==> config.mk <==
export PLATFORM = sky130hd
export DESIGN_NAME = tmr_top
export DESIGN_NICKNAME = d
export VERILOG_FILES = /design/src/verilog/tmr_pkg.sv /design/src/verilog/tmr_osc.sv /design/src/verilog/tmr_top.sv
export SDC_FILE = /design/constraint.sdc
export NUM_CORES = 1
export LEC_CHECK = 0
export BUFFER_PORTS_ARGS = -buffer_cell sky130_fd_sc_hd__buf_2
export CAP_MARGIN = 0
export CORE_AREA = 3 3 108 69
export CTS_CLUSTER_DIAMETER = 30
export CTS_CLUSTER_SIZE = 12
export DETAILED_ROUTE_END_ITERATION = 6
export DIE_AREA = 0 0 111 72
export HOLD_SLACK_MARGIN = 0.08
export PLACE_DENSITY = 0.78
export SETUP_SLACK_MARGIN = 0.15
export SYNTH_ARGS = -nofsm -noshare
export SYNTH_HDL_FRONTEND = slang
export SYNTH_SLANG_ARGS = --single-unit
==> constraint.sdc <==
create_clock -name mclk -period 2.2 [get_ports mclk]
set_input_delay 0.33 -clock mclk [delete_from_list [all_inputs] [get_ports mclk]]
set_output_delay 0.33 -clock mclk [all_outputs]
set_load 0.01 [all_outputs]
==> src/verilog/tmr_pkg.sv <==
// Package with register offsets, field positions and reset values of the sixteen-bit counter.
package tmr_pkg;
  // Word-aligned byte addresses on the Avalon-MM register bus.
  localparam logic [4:0] TMR_OFS_LOW      = 5'h00;
  localparam logic [4:0] TMR_OFS_HIGH     = 5'h04;
  localparam logic [4:0] TMR_OFS_CTRL     = 5'h08;
  localparam logic [4:0] TMR_OFS_COMP     = 5'h0C;
  localparam logic [4:0] TMR_OFS_FLAG     = 5'h10;
  localparam logic [4:0] TMR_OFS_IRQ_EN   = 5'h14;
  localparam logic [4:0] TMR_OFS_IRQ_CLR  = 5'h18;
  // Control register fields.
  localparam int TMR_CTRL_WIDE     = 7;
  localparam int TMR_CTRL_PS_HI    = 5;
  localparam int TMR_CTRL_PS_LO    = 4;
  localparam int TMR_CTRL_CLK_SEL  = 1;
  localparam int TMR_CTRL_ON       = 0;
  // Companion control field and flag/enable field.
  localparam int TMR_COMP_OSC_EN   = 3;
  localparam int TMR_FLAG_OVF      = 1;
  // Reset values.
  localparam logic [7:0]  TMR_CTRL_RST  = 8'h00;
  localparam logic [7:0]  TMR_COMP_RST  = 8'h00;
  localparam logic [15:0] TMR_COUNT_RST = 16'h0000;
  // Auxiliary oscillator half period in main clock cycles, less one.
  localparam logic [7:0]  TMR_OSC_HALF  = 8'h0F;
endpackage

==> src/verilog/tmr_osc.sv <==
// Auxiliary low-frequency oscillator model that yields one-cycle rising-edge enables.
`timescale 1ns/100ps
module tmr_osc
  import tmr_pkg::*;
(
  input  wire logic       mclk,
  input  wire logic       resetn,
  input  wire logic       osc_en,
  input  wire logic [7:0] half_period,
  output logic            osc_rise
);
  logic [7:0] div_reg;
  logic       phase_reg;

  // The oscillator runs only while enabled and stops in a known low phase otherwise.
  always_ff @(posedge mclk or negedge resetn) begin
    if (!resetn) begin
      div_reg   <= 8'h00;
      phase_reg <= 1'b0;
      osc_rise  <= 1'b0;
    end else if (!osc_en) begin
      div_reg   <= 8'h00;
      phase_reg <= 1'b0;
      osc_rise  <= 1'b0;
    end else if (div_reg == half_period) begin
      div_reg   <= 8'h00;
      phase_reg <= ~phase_reg;
      osc_rise  <= ~phase_reg;
    end else begin
      div_reg  <= div_reg + 8'h01;
      osc_rise <= 1'b0;
    end
  end

  a_osc_stopped: assert property (@(posedge mclk) disable iff (!resetn)
    !osc_en |=> !osc_rise) else $error("oscillator edge while disabled");
endmodule

==> src/verilog/tmr_top.sv <==
// Sixteen-bit counter with buffered wide access, prescaler, overflow flag and Avalon-MM slave.
// Operation
// - Wide mode maps the high-byte address onto a separate buffer register.
// - Wide mode low-byte read copies live high byte into the buffer.
// - Wide mode low-byte write loads high byte from buffer simultaneously.
// - Wide mode offers no direct path to the live high byte.
// - Only low-byte writes clear the prescaler; high-byte writes leave it.
// - Auxiliary oscillator runs only while its enable bit is set.
// - Clock select set counts rising edges of the auxiliary oscillator.
// - Count pair runs upward 0000h to FFFFh then wraps to 0000h.
// - Overflow sets a latched flag at bit 1 until cleared.
// - Overflow interrupt passes only while enable bit 1 is set.
// - Flag sets regardless of any enable state so software may poll.
//
// The address map and the Avalon-MM slave port were decided locally.
`timescale 1ns/100ps
module tmr_top
  import tmr_pkg::*;
(
  input  wire logic        mclk,
  input  wire logic        resetn,
  input  wire logic [4:0]  avs_address,
  input  wire logic        avs_read,
  input  wire logic        avs_write,
  input  wire logic [31:0] avs_writedata,
  input  wire logic [3:0]  avs_byteenable,
  output logic [31:0]      avs_readdata,
  output logic             avs_waitrequest,
  output logic             irq
);
  // Register map, one byte per word-aligned slot, only byte lane zero is used:
  //   0x00 low byte of the count; a write here also restarts the prescaler.
  //   0x04 high byte; in wide mode this slot is the high-byte buffer instead.
  //   0x08 control: bit 7 wide mode, bits 5:4 prescale, bit 1 clock select, bit 0 run.
  //   0x0C companion control: bit 3 enables the auxiliary oscillator.
  //   0x10 flag register: bit 1 is the sticky overflow flag, writing a zero clears it.
  //   0x14 enable register: bit 1 gates the overflow interrupt.
  //   0x18 clear register, write only: a one in bit 1 clears the overflow flag.
  // Unmapped slots read as zero and ignore writes.
  // Software should clear the flag before enabling the interrupt, or a stale
  // overflow raises the interrupt line at once.

  logic [7:0]  timer_control_reg;
  logic [7:0]  companion_timer_control;
  logic [7:0]  count_low_byte;
  logic [7:0]  count_high_byte;
  logic [7:0]  hbuf_reg;
  logic [7:0]  prescale_reg;
  logic [7:0]  ps_mask;
  logic        periph_flag_reg_two;
  logic        periph_enable_reg_two;
  logic        ack_reg;
  logic        osc_rise;
  logic        wide_access_mode;
  logic        count_clock_select;
  logic        tick;
  logic        inc;
  logic        ovf;
  logic        wr_acc;
  logic        rd_acc;
  logic        wr_low;
  logic        wr_high;
  logic        rd_low;
  logic        lane0;
  logic [15:0] count_pair;
  logic [15:0] count_next;

  assign wide_access_mode   = timer_control_reg[TMR_CTRL_WIDE];
  assign count_clock_select = timer_control_reg[TMR_CTRL_CLK_SEL];
  assign count_pair         = {count_high_byte, count_low_byte};

  // Every access waits exactly one cycle, so the write and the read side effects fire once.
  // The acknowledge flop is set in the first cycle of a request and cleared in the second,
  // so a master that keeps its strobe high simply starts a fresh access with a new wait cycle.
  // The trade is one cycle of latency per access for a single, well defined taking edge,
  // which matters here because a low-byte read has the side effect of snapping the buffer.
  always_ff @(posedge mclk or negedge resetn) begin
    if (!resetn) begin
      ack_reg <= 1'b0;
    end else begin
      ack_reg <= (avs_read | avs_write) & ~ack_reg;
    end
  end

  assign avs_waitrequest = (avs_read | avs_write) & ~ack_reg;
  assign wr_acc  = avs_write & ack_reg;
  assign rd_acc  = avs_read & ack_reg;
  assign lane0   = avs_byteenable[0];
  assign wr_low  = wr_acc & lane0 & (avs_address == TMR_OFS_LOW);
  assign wr_high = wr_acc & lane0 & (avs_address == TMR_OFS_HIGH);
  assign rd_low  = rd_acc & (avs_address == TMR_OFS_LOW);

  // Auxiliary oscillator, enabled from the companion control register.
  tmr_osc u_osc (
    .mclk        (mclk),
    .resetn      (resetn),
    .osc_en      (companion_timer_control[TMR_COMP_OSC_EN]),
    .half_period (TMR_OSC_HALF),
    .osc_rise    (osc_rise)
  );

  // Source tick: main clock or auxiliary oscillator rising edges.
  assign tick = timer_control_reg[TMR_CTRL_ON] & (count_clock_select ? osc_rise : 1'b1);

  // Prescaler of 1, 2, 4 or 8 picked by a two-bit field.
  // The mask selects how many low prescaler bits must be all ones before a count is let through.
  always_comb begin
    case (timer_control_reg[TMR_CTRL_PS_HI:TMR_CTRL_PS_LO])
      2'b00:   ps_mask = 8'h00;
      2'b01:   ps_mask = 8'h01;
      2'b10:   ps_mask = 8'h03;
      2'b11:   ps_mask = 8'h07;
      default: ps_mask = 8'h00;
    endcase
  end

  assign inc = tick & ((prescale_reg & ps_mask) == ps_mask);

  // The prescaler restarts on low-byte writes only, so a high-byte write cannot disturb phase.
  always_ff @(posedge mclk or negedge resetn) begin
    if (!resetn) begin
      prescale_reg <= 8'h00;
    end else if (wr_low) begin
      prescale_reg <= 8'h00;
    end else if (tick) begin
      prescale_reg <= prescale_reg + 8'h01;
    end
  end

  // Upward count with natural wrap; a write in the same cycle takes precedence over a tick.
  // A low-byte write in the overflow cycle therefore also suppresses the flag, since the
  // written value, not the wrapped one, is what the counter holds afterwards.
  assign count_next = count_pair + 16'h0001;
  assign ovf = inc & (count_pair == 16'hFFFF) & ~wr_low;

  always_ff @(posedge mclk or negedge resetn) begin
    if (!resetn) begin
      count_low_byte <= TMR_COUNT_RST[7:0];
    end else if (wr_low) begin
      count_low_byte <= avs_writedata[7:0];
    end else if (inc) begin
      count_low_byte <= count_next[7:0];
    end
  end

  // Live high byte: loaded from the buffer in wide mode, directly in narrow mode.
  always_ff @(posedge mclk or negedge resetn) begin
    if (!resetn) begin
      count_high_byte <= TMR_COUNT_RST[15:8];
    end else if (wr_low && wide_access_mode) begin
      count_high_byte <= hbuf_reg;
    end else if (wr_high && !wide_access_mode) begin
      count_high_byte <= avs_writedata[7:0];
    end else if (inc && !wr_low) begin
      count_high_byte <= count_next[15:8];
    end
  end

  // High-byte buffer: written at the high address and snapped on every low-byte read in wide mode.
  always_ff @(posedge mclk or negedge resetn) begin
    if (!resetn) begin
      hbuf_reg <= 8'h00;
    end else if (wr_high && wide_access_mode) begin
      hbuf_reg <= avs_writedata[7:0];
    end else if (rd_low && wide_access_mode) begin
      hbuf_reg <= count_high_byte;
    end
  end

  // Control registers.
  always_ff @(posedge mclk or negedge resetn) begin
    if (!resetn) begin
      timer_control_reg       <= TMR_CTRL_RST;
      companion_timer_control <= TMR_COMP_RST;
      periph_enable_reg_two   <= 1'b0;
    end else if (wr_acc && lane0) begin
      if (avs_address == TMR_OFS_CTRL) begin
        timer_control_reg <= avs_writedata[7:0];
      end
      if (avs_address == TMR_OFS_COMP) begin
        companion_timer_control <= avs_writedata[7:0];
      end
      if (avs_address == TMR_OFS_IRQ_EN) begin
        periph_enable_reg_two <= avs_writedata[TMR_FLAG_OVF];
      end
    end
  end

  // Sticky flag: set wins over clear; writing a one to the clear register or a zero to the
  // flag bit clears it, and no hardware path ever clears it otherwise.
  always_ff @(posedge mclk or negedge resetn) begin
    if (!resetn) begin
      periph_flag_reg_two <= 1'b0;
    end else if (ovf) begin
      periph_flag_reg_two <= 1'b1;
    end else if (wr_acc && lane0 && (avs_address == TMR_OFS_IRQ_CLR) && avs_writedata[TMR_FLAG_OVF]) begin
      periph_flag_reg_two <= 1'b0;
    end else if (wr_acc && lane0 && (avs_address == TMR_OFS_FLAG) && !avs_writedata[TMR_FLAG_OVF]) begin
      periph_flag_reg_two <= 1'b0;
    end
  end

  // Level interrupt gated by the enable bit.
  assign irq = periph_flag_reg_two & periph_enable_reg_two;

  // Read mux; in wide mode the high address returns only the buffer.
  always_comb begin
    avs_readdata = 32'h0000_0000;
    case (avs_address)
      TMR_OFS_LOW:    avs_readdata[7:0] = count_low_byte;
      TMR_OFS_HIGH:   avs_readdata[7:0] = wide_access_mode ? hbuf_reg : count_high_byte;
      TMR_OFS_CTRL:   avs_readdata[7:0] = timer_control_reg;
      TMR_OFS_COMP:   avs_readdata[7:0] = companion_timer_control;
      TMR_OFS_FLAG:   avs_readdata[TMR_FLAG_OVF] = periph_flag_reg_two;
      TMR_OFS_IRQ_EN: avs_readdata[TMR_FLAG_OVF] = periph_enable_reg_two;
      default:        avs_readdata = 32'h0000_0000;
    endcase
  end

  a_wrap_zero: assert property (@(posedge mclk) disable iff (!resetn)
    ovf |=> (count_pair == 16'h0000)) else $error("count did not wrap to zero");
  a_flag_sets: assert property (@(posedge mclk) disable iff (!resetn)
    ovf |=> periph_flag_reg_two) else $error("overflow flag not set");
  a_flag_holds: assert property (@(posedge mclk) disable iff (!resetn)
    (periph_flag_reg_two && !wr_acc) |=> periph_flag_reg_two) else $error("flag dropped by hardware");
  a_irq_gate: assert property (@(posedge mclk) disable iff (!resetn)
    irq == (periph_flag_reg_two && periph_enable_reg_two)) else $error("irq gating wrong");
  a_poll_flag: assert property (@(posedge mclk) disable iff (!resetn)
    (ovf && !periph_enable_reg_two) |=> (periph_flag_reg_two && !irq)) else $error("flag not pollable");
  a_snap_high: assert property (@(posedge mclk) disable iff (!resetn)
    (rd_low && wide_access_mode) |=> (hbuf_reg == $past(count_high_byte))) else $error("buffer not snapped");
  a_wide_load: assert property (@(posedge mclk) disable iff (!resetn)
    (wr_low && wide_access_mode) |=> (count_pair == {$past(hbuf_reg), $past(avs_writedata[7:0])}))
    else $error("wide write not atomic");
  a_wide_no_high: assert property (@(posedge mclk) disable iff (!resetn)
    (wr_high && wide_access_mode && !inc) |=> $stable(count_high_byte)) else $error("live high byte written");
  a_narrow_high: assert property (@(posedge mclk) disable iff (!resetn)
    (wr_high && !wide_access_mode) |=> (count_high_byte == $past(avs_writedata[7:0])))
    else $error("narrow high write lost");
  a_ps_clear: assert property (@(posedge mclk) disable iff (!resetn)
    wr_low |=> (prescale_reg == 8'h00)) else $error("prescaler not cleared");
  a_osc_source: assert property (@(posedge mclk) disable iff (!resetn)
    (count_clock_select && !osc_rise) |-> !inc) else $error("count without oscillator edge");


  // A high-byte write alone never disturbs the prescaler phase.
  a_ps_high_keep: assert property (@(posedge mclk) disable iff (!resetn)
    (wr_high && !tick) |=> $stable(prescale_reg)) else $error("prescaler moved on high write");

  // The low byte takes the written value whatever the tick does in that cycle.
  a_low_write: assert property (@(posedge mclk) disable iff (!resetn)
    wr_low |=> (count_low_byte == $past(avs_writedata[7:0]))) else $error("low write lost");

  // A clear through the clear register drops the flag unless an overflow lands in the same cycle.
  a_flag_clear: assert property (@(posedge mclk) disable iff (!resetn)
    (wr_acc && lane0 && (avs_address == TMR_OFS_IRQ_CLR) && avs_writedata[TMR_FLAG_OVF] && !ovf)
    |=> !periph_flag_reg_two) else $error("flag not cleared");

  // With the counter stopped and no write, the count pair holds its value.
  a_stop_hold: assert property (@(posedge mclk) disable iff (!resetn)
    (!timer_control_reg[TMR_CTRL_ON] && !wr_acc) |=> $stable(count_pair)) else $error("stopped count moved");

  // Each increment moves the pair up by exactly one, wrapping at the top.
  a_inc_step: assert property (@(posedge mclk) disable iff (!resetn)
    (inc && !wr_acc) |=> (count_pair == 16'($past(count_pair) + 16'h0001))) else $error("count step wrong");

  // Main scenarios; the bench reaches all but c_overflow, since it enables the interrupt only after each overflow.
  c_overflow: cover property (@(posedge mclk) disable iff (!resetn) ovf && periph_enable_reg_two);
  c_wide_read: cover property (@(posedge mclk) disable iff (!resetn) rd_low && wide_access_mode);
  c_wide_write: cover property (@(posedge mclk) disable iff (!resetn) wr_low && wide_access_mode);
  c_osc_count: cover property (@(posedge mclk) disable iff (!resetn) inc && count_clock_select);
  c_flag_clear: cover property (@(posedge mclk) disable iff (!resetn)
    periph_flag_reg_two && wr_acc && (avs_address == TMR_OFS_IRQ_CLR));

  // Limitation: the auxiliary oscillator is a divided model of the main clock, so counts in
  // that mode stay in step with the main clock; a real crystal source would need a
  // synchroniser before the edge detect, and the counter would then lag it by two cycles.
  // Limitation: the run bit gates both clock sources, so a stopped counter ignores oscillator
  // edges as well; software that wants to count only oscillator edges sets both bits.
endmodule

==> out/qor.yml <==
startpoint_type: "input pin"
grt_pass1_vias: 2813
grt_overflow: 0
io_buffers: 27
grt_max_degree: 24
routabilityCongestion: 0.935
final_common_cell: "dfrtp_1"
rsz0062_at_grt: "no"
synth_adder_area_share: 0.0108
cp.required_ns: 1.87
drc_errors: 0
synth_xor_area_frac: 0.0506
place_ws_ns: 0.0134
worstHoldPathType: "in2reg"
vias: 3047
synth_top_family_by_area: "simple AND/OR/NAND/NOR gates"
path_class: "in2out"
relSlewSlack: 0.513
dr.pass1.iters: 5
drtAntennaViolNets: 0
syn2layout_area_growth_pct: 13.6
maxSlewViolCount: 0
worstMarginPinSlew_ns: 0.727
avgSynthCellArea_um2: 9.34
antennaDiodeCount: 0
yosys-top-cells-area: "dfrtp_1, buf_4, mux2_2"
fin_crit_sh: 0.908
ys_seq_area_frac: 0.404
root_buffer: "clkbuf_8"
hold_depth: 3
dp.final_hpwl_um: 6710
switchingPower_uw: 980
crit_arrival_ns: 1.67
clk-insertion-delay-late_ns: 0.32
core-area_um2: 6530
cp-end-kind: "output port"
initial_core_util: 0.530
cellPowerDensity_nw_per_um2: 705
cts_max_level: 2
ys_ff_latch: 56
status: "finished clean"
p_comb_frac: 0.282
async_flop_share: 1.00
synth-simple-area-share: 0.194
hold_path.startpoint: "avs_read"
final_cell_mix: "dfrtp_1, nand2_1, buf_4"
syn_area_um2: 3460
wl_per_cell_um: 18.0
clkPwrFrac: 0.220
synth_compound_area_frac: 0.157
finalSetupViolations: 0
r2r-end: "count_high_byte[2]"
synth.largest_area_cell: "dfrtp_1"
ir_worst_vdd_uv: 423
fin_setup_tns_ns: 0
yosysWarnings: 0
drive_gt1_frac: 0.232
viasPerCell: 5.97
drt_iter0_markers: 307
antenna_found_initial: 0
cts.sinks: 56
die_area_um2: 7990
hold_viol: 0
r2r_cells: 6
fmax_mhz: 501
seq_power_share: 0.498
fin_skew_ns: 0.00620
io_pins: 79
synth_top_area_frac: 0.404
tritoncts: "done"
r2r_slack_ns: 0.25
clock_path_buffers: 2
synth_cell_types: 51
cts_buffers: 5
synth-edff-count: 0
r2r_start: "timer_control_reg[7]"
sw_frac_of_total: 0.353
wl_um: 9190
muxShareOfSynthArea: 0.101
die_h_um: 72
fin_crit_ns: 2.00
postSynthCellCount: 371
p_int_uw: 1800
num-fill-cells: 558
rows: 23
dominantRegCellSynth: "dfrtp_1"
crit_fanout: 8
finalWorstSetupSlack_ns: 0.202
grtUsageTotal: 0.230
power_leakage_uw: 0.00171
final_net_count: 470
drv_cap: 0
fp.dieW_um: 111
hold-path-endpoint: "ack_reg"
clkTransAtPathRegs_ns: 0.10
grt_pass1_wl_um: 14600
-- cell type report --
cell class,instances,area [um^2],share of cell area
multi-input combinational,292,1900,0.483
sequential,56,1400,0.356
timing repair buffer,61,404,0.103
tap,87,109,0.0277
clock buffer,6,82.6,0.0210
inverter,6,22.5,0.00572
clock inverter,2,13.8,0.00350
-- metal layers --
layer | routed length [um] | part of all wire | vias to the layer above | global-route usage
met5 | 0 | 0 | - | 0
met3 | 807 | 0.088 | 3 | 0.0533
li1 | - | - | 1405 | -
met2 | 3920 | 0.43 | 129 | 0.323
met4 | 31 | 0.0034 | 0 | 0.0478
met1 | 4430 | 0.48 | 1510 | 0.360
-- synth_stat cells, drive strengths merged, types with 2 or more instances --
| master | n |
|---|---|
| o2bb2ai | 4 |
| xnor2 | 12 |
| dfrtp | 56 |
| a32oi | 2 |
| nand4 | 3 |
| and2 | 7 |
| a31oi | 5 |
| xor2 | 8 |
| or3 | 4 |
| buf | 27 |
| nor3b | 4 |
| inv | 6 |
| nor3 | 8 |
| or4 | 2 |
| nand2b | 2 |
| nand3 | 18 |
| nor4 | 7 |
| nand3b | 2 |
| o211ai | 3 |
| and3 | 9 |
| a21oi | 7 |
| or2 | 2 |
| nand2 | 39 |
| nor2 | 20 |
| clkbuf | 13 |
| o21a | 3 |
| a221o | 8 |
| ha | 3 |
| mux2i | 17 |
| a22oi | 3 |
| o21ai | 33 |
| mux2 | 16 |
| o22ai | 3 |
| o32ai | 2 |
-- through the flow --
step	power (uW)	cells	cell area [um^2]	hold slack [ns]	utilization
2_1_floorplan	1880	394	3550	0.0344	-
3_3_place_gp	2100	495	3740	0.271	0.573
3_5_place_dp	2130	495	3740	0.272	0.573
4_1_cts	2750	507	3880	0.278	0.594
5_1_grt	2950	510	3940	0.280	0.603
6_report	2780	510	3940	0.284	0.603
-- what timing repair did --
item                                    4_1_cts  5_1_grt
endpoints found under the setup margin        7        9
setup buffers                                 3        3
hold endpoints to repair                     17        0
hold buffers                                  1        0
pin swaps                                     0        1
gates resized for setup                       3       12
-- logic make-up after synthesis --
| logic type | count (synthesis) |
|---|---|
| simple gates | 131 |
| compound gates | 81 |
| flops | 56 |
| buf+inv | 46 |
| mux | 33 |
| xor+xnor | 20 |
| fa+ha+maj | 3 |
| other cells | 1 |
-- power by group through the flow --
stage                     Combinational [uW]  Clock (uW)  Sequential [uW]
after CTS                                758         619             1370
after global routing                     866         680             1400
final                                    781         612             1380
after floorplan                          534           0             1350
after detailed placement                 738           0             1390
after global placement                   718           0             1380
-- worst max path at each step --
stage                         end  slack, ns            startpoint  depth (start not counted)
6_report          avs_readdata[2]       0.20        avs_address[1]                          9
5_1_grt           avs_readdata[2]       0.15  timer_control_reg[7]                          5
4_1_cts           avs_readdata[4]       0.18        avs_address[4]                          9
3_5_place_dp   count_high_byte[7]       0.01        avs_address[4]                          6
3_3_place_gp   count_high_byte[7]       0.05        avs_address[4]                          6
2_1_floorplan  count_high_byte[0]       0.09        avs_address[4]                          7
-- worst max-delay path, stage by stage --
cell and delay (ns):
buf_2 0.13, or3_4 0.40, buf_6 0.13, nor3_4 0.11, buf_6 0.16, nand2_1 0.06
o21ai_0 0.09, a221o_1 0.14, buf_2 0.13
Note: power is estimated with default switching activity, not from simulation.
